[src/design/ccg_map.svh]
`ifndef CCG_MAP_SVH
`define CCG_MAP_SVH
`define CCG_AW 12
`define CCG_OFF_STS 12'h284
`define CCG_OFF_CEN 12'h290
`define CCG_OFF_IEN 12'h2b0
`define CCG_OFF_ICLR 12'h2b4
`define CCG_B_TXC 29
`define CCG_B_FS 31
`define CCG_B_ROOT 0
`define CCG_B_BCLK 1
`define CCG_B_FSEN 2
`define CCG_B_EDGE 3
`define CCG_CEN_W 4
`define CCG_CEN_RST 4'h0
`define CCG_EV_W 2
`define CCG_EV_TXC 0
`define CCG_EV_FS 1
`define CCG_EV_RST 2'h0
`define CCG_ZERO32 32'h0000_0000
`endif

[src/design/ccg_pkg.sv]
package ccg_pkg;
  // raw timing signals from the divider domain and the pin
  typedef struct packed {
    logic root;
    logic bclk;
    logic fsync_div;
    logic fsync_pin;
  } ccg_wave_type;
  typedef enum logic [3:0] {
    FS_STOPPED  = 4'h1,
    FS_STARTING = 4'h2,
    FS_RUNNING  = 4'h4,
    FS_STOPPING = 4'h8
  } ccg_fs_state_type;
endpackage

[src/design/ccg_top.sv]
`timescale 1ns/1ps
`include "ccg_map.svh"

module ccg_top #(
  parameter int DATA_W = 32
) (
  input wire logic clk,
  input wire logic rst,
  input wire logic [`CCG_AW-1:0] addr,
  input wire logic [DATA_W-1:0] wdata,
  input wire logic wr,
  input wire logic rd,
  output logic [DATA_W-1:0] rdata,
  input wire ccg_pkg::ccg_wave_type wave_in,
  input wire logic bclk_is_output,
  input wire logic fsync_is_output,
  input wire logic bclk_stop_level,
  input wire logic fsync_stop_level,
  input wire logic tx_fifo_empty,
  input wire logic tx_dma_mode,
  input wire logic tx_dma_done,
  output logic root_clk_gated,
  output logic bclk_out,
  output logic fsync_out,
  output logic irq
);

  if (DATA_W != 32) begin : g_chk
    $error("ccg_top: DATA_W must be 32");
  end

  // ----------------------------------------
  // input synchronisers
  // ----------------------------------------
  ccg_pkg::ccg_wave_type meta_reg;
  ccg_pkg::ccg_wave_type wave_reg;

  always_ff @(posedge clk) begin
    if (rst) begin
      meta_reg <= '0;
      wave_reg <= '0;
    end else begin
      meta_reg <= wave_in;
      wave_reg <= meta_reg;
    end
  end

  // ----------------------------------------
  // register bus
  // ----------------------------------------
  logic [`CCG_CEN_W-1:0] cen_reg;
  logic [`CCG_EV_W-1:0] ien_reg;
  logic [`CCG_EV_W-1:0] sts_reg;
  logic [`CCG_EV_W-1:0] sts_next;
  logic [`CCG_EV_W-1:0] clr_mask;
  logic [`CCG_EV_W-1:0] ev;
  logic [DATA_W-1:0] rdata_reg;

  wire wr_sts = wr && (addr == `CCG_OFF_STS);
  wire wr_cen = wr && (addr == `CCG_OFF_CEN);
  wire wr_ien = wr && (addr == `CCG_OFF_IEN);
  wire wr_clr = wr && (addr == `CCG_OFF_ICLR);

  // only the implemented bits are kept, the rest are dropped
  always_ff @(posedge clk) begin
    if (rst) begin
      cen_reg <= `CCG_CEN_RST;
    end else if (wr_cen) begin
      cen_reg <= wdata[`CCG_CEN_W-1:0];
    end
  end

  always_ff @(posedge clk) begin
    if (rst) begin
      ien_reg <= `CCG_EV_RST;
    end else if (wr_ien) begin
      ien_reg <= {wdata[`CCG_B_FS], wdata[`CCG_B_TXC]};
    end
  end

  // status word and clear alias share one bit layout
  always_comb begin
    clr_mask = `CCG_EV_RST;
    if (wr_sts || wr_clr) begin
      clr_mask = {wdata[`CCG_B_FS], wdata[`CCG_B_TXC]};
    end
    // a new event wins over a clear in the same cycle
    sts_next = (sts_reg & ~clr_mask) | ev;
  end

  always_ff @(posedge clk) begin
    if (rst) begin
      sts_reg <= `CCG_EV_RST;
    end else begin
      sts_reg <= sts_next;
    end
  end

  always_ff @(posedge clk) begin
    if (rst) begin
      irq <= 1'b0;
    end else begin
      irq <= |(sts_next & (wr_ien ? {wdata[`CCG_B_FS], wdata[`CCG_B_TXC]} : ien_reg));
    end
  end

  always_comb begin
    rdata_reg = `CCG_ZERO32;
    case (addr)
      `CCG_OFF_STS: begin
        rdata_reg[`CCG_B_TXC] = sts_reg[`CCG_EV_TXC];
        rdata_reg[`CCG_B_FS] = sts_reg[`CCG_EV_FS];
      end
      `CCG_OFF_CEN: begin
        rdata_reg[`CCG_CEN_W-1:0] = cen_reg;
      end
      `CCG_OFF_IEN: begin
        rdata_reg[`CCG_B_TXC] = ien_reg[`CCG_EV_TXC];
        rdata_reg[`CCG_B_FS] = ien_reg[`CCG_EV_FS];
      end
      default: rdata_reg = `CCG_ZERO32;
    endcase
  end

  // read data stand only in the cycle after the strobe
  always_ff @(posedge clk) begin
    if (rst) begin
      rdata <= `CCG_ZERO32;
    end else begin
      rdata <= rd ? rdata_reg : `CCG_ZERO32;
    end
  end

  // ----------------------------------------
  // status events
  // ----------------------------------------
  logic txc_cond;
  logic txc_prev_reg;
  logic fs_line;
  logic fs_prev_reg;
  logic fs_edge;

  // in dma mode the fifo alone running dry is an underrun, not the end
  assign txc_cond = tx_dma_mode ? (tx_fifo_empty && tx_dma_done)
                                : tx_fifo_empty;

  always_ff @(posedge clk) begin
    if (rst) begin
      txc_prev_reg <= 1'b1;
    end else begin
      txc_prev_reg <= txc_cond;
    end
  end

  // watch the line as the codec sees it
  assign fs_line = fsync_is_output ? fsync_out : wave_reg.fsync_pin;

  always_ff @(posedge clk) begin
    if (rst) begin
      fs_prev_reg <= 1'b0;
    end else begin
      fs_prev_reg <= fs_line;
    end
  end

  assign fs_edge = cen_reg[`CCG_B_EDGE] ? (fs_prev_reg && !fs_line)
                                        : (!fs_prev_reg && fs_line);

  assign ev[`CCG_EV_TXC] = txc_cond && !txc_prev_reg;
  assign ev[`CCG_EV_FS] = fs_edge;

  // ----------------------------------------
  // root clock gate
  // ----------------------------------------
  logic root_run_reg;
  logic root_run_next;

  // the run flag only changes while the root clock is low
  always_comb begin
    root_run_next = root_run_reg;
    if (!wave_reg.root) begin
      root_run_next = cen_reg[`CCG_B_ROOT];
    end
  end

  always_ff @(posedge clk) begin
    if (rst) begin
      root_run_reg <= 1'b0;
      root_clk_gated <= 1'b0;
    end else begin
      root_run_reg <= root_run_next;
      root_clk_gated <= root_run_next && wave_reg.root;
    end
  end

  // ----------------------------------------
  // bit clock gate
  // ----------------------------------------
  logic bclk_run_reg;
  logic bclk_run_next;

  // switching only at the stop level keeps every pulse full width
  always_comb begin
    bclk_run_next = bclk_run_reg;
    if (bclk_is_output && (wave_reg.bclk == bclk_stop_level)) begin
      bclk_run_next = cen_reg[`CCG_B_BCLK];
    end
  end

  always_ff @(posedge clk) begin
    if (rst) begin
      bclk_run_reg <= 1'b0;
      bclk_out <= 1'b0;
    end else begin
      bclk_run_reg <= bclk_run_next;
      bclk_out <= bclk_run_next ? wave_reg.bclk : bclk_stop_level;
    end
  end

  // ----------------------------------------
  // frame sync gate
  // ----------------------------------------
  ccg_pkg::ccg_fs_state_type fs_state_reg;
  ccg_pkg::ccg_fs_state_type fs_state_next;
  logic fs_at_stop;
  logic fs_en;

  assign fs_at_stop = (wave_reg.fsync_div == fsync_stop_level);
  assign fs_en = cen_reg[`CCG_B_FSEN];

  always_comb begin
    fs_state_next = fs_state_reg;
    case (fs_state_reg)
      ccg_pkg::FS_STOPPED: begin
        if (fs_en && fsync_is_output) begin
          fs_state_next = fs_at_stop ? ccg_pkg::FS_RUNNING : ccg_pkg::FS_STARTING;
        end
      end
      ccg_pkg::FS_STARTING: begin
        if (!fs_en) begin
          fs_state_next = ccg_pkg::FS_STOPPED;
        end else if (fs_at_stop) begin
          fs_state_next = ccg_pkg::FS_RUNNING;
        end
      end
      ccg_pkg::FS_RUNNING: begin
        if (!fs_en && fsync_is_output) begin
          fs_state_next = fs_at_stop ? ccg_pkg::FS_STOPPED : ccg_pkg::FS_STOPPING;
        end
      end
      ccg_pkg::FS_STOPPING: begin
        if (fs_en) begin
          fs_state_next = ccg_pkg::FS_RUNNING;
        end else if (fs_at_stop) begin
          fs_state_next = ccg_pkg::FS_STOPPED;
        end
      end
      default: begin
        fs_state_next = ccg_pkg::FS_STOPPED;
      end
    endcase
  end

  always_ff @(posedge clk) begin
    if (rst) begin
      fs_state_reg <= ccg_pkg::FS_STOPPED;
    end else begin
      fs_state_reg <= fs_state_next;
    end
  end

  // while the gate is stopped or starting the line is pinned at the stop level
  always_ff @(posedge clk) begin
    if (rst) begin
      fsync_out <= 1'b0;
    end else if (fs_state_next == ccg_pkg::FS_RUNNING ||
                 fs_state_next == ccg_pkg::FS_STOPPING) begin
      fsync_out <= wave_reg.fsync_div;
    end else begin
      fsync_out <= fsync_stop_level;
    end
  end

  // ----------------------------------------
  // assertions
  // ----------------------------------------
  property p_txc_set;
    @(posedge clk) disable iff (rst)
      (txc_cond && !txc_prev_reg) |=> sts_reg[`CCG_EV_TXC];
  endproperty
  a_txc_set: assert property (p_txc_set) else $error("txc not set");
  property p_txc_dma;
    @(posedge clk) disable iff (rst)
      (tx_dma_mode && !tx_dma_done && !sts_reg[`CCG_EV_TXC]) |=> !sts_reg[`CCG_EV_TXC];
  endproperty
  a_txc_dma: assert property (p_txc_dma) else $error("txc set early");
  property p_w1c;
    @(posedge clk) disable iff (rst)
      ((wr_sts || wr_clr) && wdata[`CCG_B_FS] && !fs_edge) |=> !sts_reg[`CCG_EV_FS] &&
        (irq == (sts_reg[`CCG_EV_TXC] && ien_reg[`CCG_EV_TXC]));
  endproperty
  a_w1c: assert property (p_w1c) else $error("fs not cleared");
  property p_fs_edge;
    @(posedge clk) disable iff (rst)
      (cen_reg[`CCG_B_EDGE] && fs_prev_reg && !fs_line) |=> sts_reg[`CCG_EV_FS];
  endproperty
  a_fs_edge: assert property (p_fs_edge) else $error("falling edge missed");
  property p_root_low;
    @(posedge clk) disable iff (rst)
      !root_run_reg |-> !root_clk_gated;
  endproperty
  a_root_low: assert property (p_root_low) else $error("root not low");
  property p_root_cut;
    @(posedge clk) disable iff (rst)
      (root_run_reg != root_run_next) |-> !wave_reg.root;
  endproperty
  a_root_cut: assert property (p_root_cut) else $error("root cut high");
  property p_bclk_stop;
    @(posedge clk) disable iff (rst)
      !bclk_run_next |=> bclk_out == $past(bclk_stop_level);
  endproperty
  a_bclk_stop: assert property (p_bclk_stop) else $error("bclk not held");
  property p_bclk_mode;
    @(posedge clk) disable iff (rst)
      !bclk_is_output |=> bclk_run_reg == $past(bclk_run_reg);
  endproperty
  a_bclk_mode: assert property (p_bclk_mode) else $error("bclk gate moved");
  property p_fs_wait;
    @(posedge clk) disable iff (rst)
      (fs_state_reg == ccg_pkg::FS_STARTING && fs_en && !fs_at_stop)
        |=> fs_state_reg == ccg_pkg::FS_STARTING;
  endproperty
  a_fs_wait: assert property (p_fs_wait) else $error("fs started early");
  property p_fs_halt;
    @(posedge clk) disable iff (rst)
      (fs_state_reg == ccg_pkg::FS_STOPPING && !fs_en && !fs_at_stop)
        |=> fs_state_reg != ccg_pkg::FS_STOPPED;
  endproperty
  a_fs_halt: assert property (p_fs_halt) else $error("fs cut short");
  property p_fs_level;
    @(posedge clk) disable iff (rst)
      (fs_state_next == ccg_pkg::FS_STOPPED) |=> fsync_out == $past(fsync_stop_level);
  endproperty
  a_fs_level: assert property (p_fs_level) else $error("fs stop level");
  property p_rsvd;
    @(posedge clk) disable iff (rst)
      (rd && addr == `CCG_OFF_CEN) |=> rdata[DATA_W-1:`CCG_CEN_W] == '0;
  endproperty
  a_rsvd: assert property (p_rsvd) else $error("reserved bits set");

endmodule

[config.mk]
export PLATFORM = sky130hd
export DESIGN_NAME = ccg_top
export DESIGN_NICKNAME = d
export VERILOG_FILES = /design/src/design/ccg_pkg.sv /design/src/design/ccg_top.sv
export VERILOG_INCLUDE_DIRS = /design/src /design/src/design
export SDC_FILE = /design/constraint.sdc
export NUM_CORES = 1
export LEC_CHECK = 0
export ABC_AREA = 1
export BUFFER_PORTS_ARGS = -buffer_cell sky130_fd_sc_hd__buf_4
export CORE_MARGIN = 3
export CORE_UTILIZATION = 38
export CTS_CLUSTER_DIAMETER = 200
export CTS_CLUSTER_SIZE = 12
export DETAILED_ROUTE_END_ITERATION = 10
export PLACE_DENSITY_LB_ADDON = 0.08
export REMOVE_ABC_BUFFERS = 1
export SLEW_MARGIN = 5
export SYNTH_ARGS = -nofsm -noshare
export SYNTH_HDL_FRONTEND = slang
export SYNTH_SLANG_ARGS = --single-unit
[constraint.sdc]
create_clock -name clk -period 3.2 [get_ports clk]
set_input_delay 0.48 -clock clk [delete_from_list [all_inputs] [get_ports clk]]
set_output_delay 0.48 -clock clk [all_outputs]
set_load 0.02 [all_outputs]
==> reports/metrics.yaml <==
grt_max_degree: 21
cp_max_fo: 2
synth-seq-cells: 34
syn2layout_area_growth_pct: 21.8
dp_hpwl_mm: 2.60
syn_inst: 238
ioPinCount: 95
postLayoutCoreUtil_pct: 50.0
clock_latency_ns: 0.28
slowest_stage: "dfxtp_1"
synth_cell_type_count: 25
dieArea_um2: 5320
final.fill_count: 442
core_area_um2: 4140
min_path_type: "primary input to flop"
worstSetupEndpointType: "primary output"
postRouteAntennaNets: 0
place_congestion: 0.875
setup_violations: 0
powerDensity_nw_per_um2: 454
cts-root-buf: "clkbuf_8"
vias_per_cell: 4.31
r2r_slack_ns: 2.00
slowest_delay_ns: 0.36
cp.buffers_inverters: 1
vias: 1435
critical_path_arrival_ns: 0.79
final_max_slew_viol_count: 0
cts_max_level: 2
ys.flop_type: "dfxtp_1"
outcome: "complete, no violations"
p_leak_uw: 0.00102
drive_gt1_share_pct: 24.4
start_kind: "flop"
fp.dieH_um: 72.9
max-cap-violations: 0
numCtsBuffers: 5
antenna_found_initial: 0
yosysWarnings: 0
skew_ns: 0.00302
drc: 0
fin_setup_tns_ns: 0
layout_min_cycle_time_ns: 1.27
hold_slack_ns: 0.396
avgSynthCellArea_um2: 7.15
path_cells: "buf_4"
period_share_pct: 39.6
cts_sinks: 34
rsz0062_at_grt: "no"
required_ns: 2.72
grt-ovfl-total: 0
max_freq_mhz: 790
fp-row-count: 23
drt_iter0_drc: 62
synth_edf_count: 0
grt_pass1_wl_mm: 5.55
hold_viol: 0
avgRoutedWirePerCell_um: 9.98
first_pass_iters: 4
ctsResizeCount: 0
largest_reg_flops: 6
synthesis.area_um2: 1700
start_util_pct: 41.1
cts_tree: "done"
async_reset_ff_share_pct: 0
yosysSeqAreaShare_pct: 40.0
nets: 342
track_usage_pct: 13.5
grt_pass1_vias: 1269
die_x_um: 72.9
cts_hold_buf: 0
clk_path_buf_depth: 2
critPathTopFamily: "flip-flops"
portBuffers: 42
antennaDiodeCount: 0
finalWirelength_mm: 3.32
ir_drop_mv: 0.284
cts.clk_slew.worst_paths_ns: 0.07
worstSetupPathType: "flop to primary output"
post_cts_buffers: 0
## cells in the mapped netlist, types with 2 or more instances
cell / number / area (um2)
nor2_4: 4 / 45.0
o21ai_0: 8 / 40.0
dfxtp_1: 34 / 681
nor2_1: 35 / 131
nor2_2: 4 / 25.0
clkbuf_1: 2 / 7.51
nand4_1: 8 / 50.1
nor3_1: 2 / 10.0
a21oi_1: 13 / 65.1
nand3_1: 12 / 60.1
buf_4: 26 / 195
nand2_2: 4 / 25.0
inv_1: 34 / 128
inv_2: 3 / 11.3
nand2_1: 38 / 143
nand3_2: 2 / 20.0
## routing by layer
layer	vias up	wire length, um	share of wire [%]	GRT usage, %
met5	-	0	0	0
met4	0	49	1.5	4.92
met3	5	204	6.1	3.72
met2	43	1580	47	21.4
met1	615	1490	45	17.4
li1	772	-	-	-
## report_power, final
| part | leakage (uW) | switching (uW) | internal [uW] |
|---|---|---|---|
| Clock | 0.0000573 | 145 | 249 |
| Sequential | 0.000277 | 4.15 | 434 |
| Combinational | 0.000686 | 67.7 | 40.7 |
## path summary, 6_finish.rpt
path                             startpoint           to  depth (start not counted)
worst max register to register   cen_reg[2]    fsync_out                          7
worst min-delay path             wave_in[0]  meta_reg[0]                          3
worst max-delay path              fsync_out    fsync_out                          1
worst min register to register  meta_reg[1]  wave_reg[1]                          2
## per-stage QoR
step	cell area, um2	setup WS (ns)	std cells	power, uW
after detailed placement	1960	1.63	326	556
after global routing	2070	1.84	333	986
final	2070	1.93	333	940
after global placement	1960	1.64	326	555
after CTS	2070	1.91	333	952
after floorplan	1580	1.96	234	508
## cells by family after synthesis
family / Yosys count / synth area share (%)
AND/OR/NAND/NOR: 112 / 31.0
buffers and inverters: 66 / 20.7
other: 1 / 0.220
flip-flops: 34 / 40.0
AO/OA/AOI/OAI: 25 / 8.02
## worst register-to-register path, stage by stage, from the launching register on
cell	delay (ns)
dfxtp_1	0.45
inv_2	0.11
nand4_1	0.10
nor2_1	0.04
nor2_1	0.19
nand3_1	0.10
nand2_1	0.06
nor2_1	0.04
## cell usage in the layout (no fill, tap or decap), types with 2 or more instances in the layout
cell,Yosys,routed
dfxtp_1,34,34
nand2_2,4,4
inv_2,3,3
nand3_1,12,12
nor2_2,4,4
buf_4,26,42
o21ai_0,8,8
nor2_4,4,4
clkbuf_8,0,6
nand3_2,2,2
nand2_1,38,38
conb_1,1,26
nand4_1,8,8
inv_1,34,34
a21oi_1,13,13
nor3_1,2,2
nor2_1,35,35
## layout make-up
cell class / count / area, um2 / share of cell area [%]
multi-input cells: 163 / 762 / 36.8
flip-flops and latches: 34 / 681 / 32.9
repair buffers: 42 / 315 / 15.2
inverters: 37 / 139 / 6.70
clock buffers: 6 / 82.6 / 3.99
well taps: 50 / 62.6 / 3.02
clock inverters: 1 / 30.0 / 1.45
Note: power is estimated with default switching activity, not from simulation.
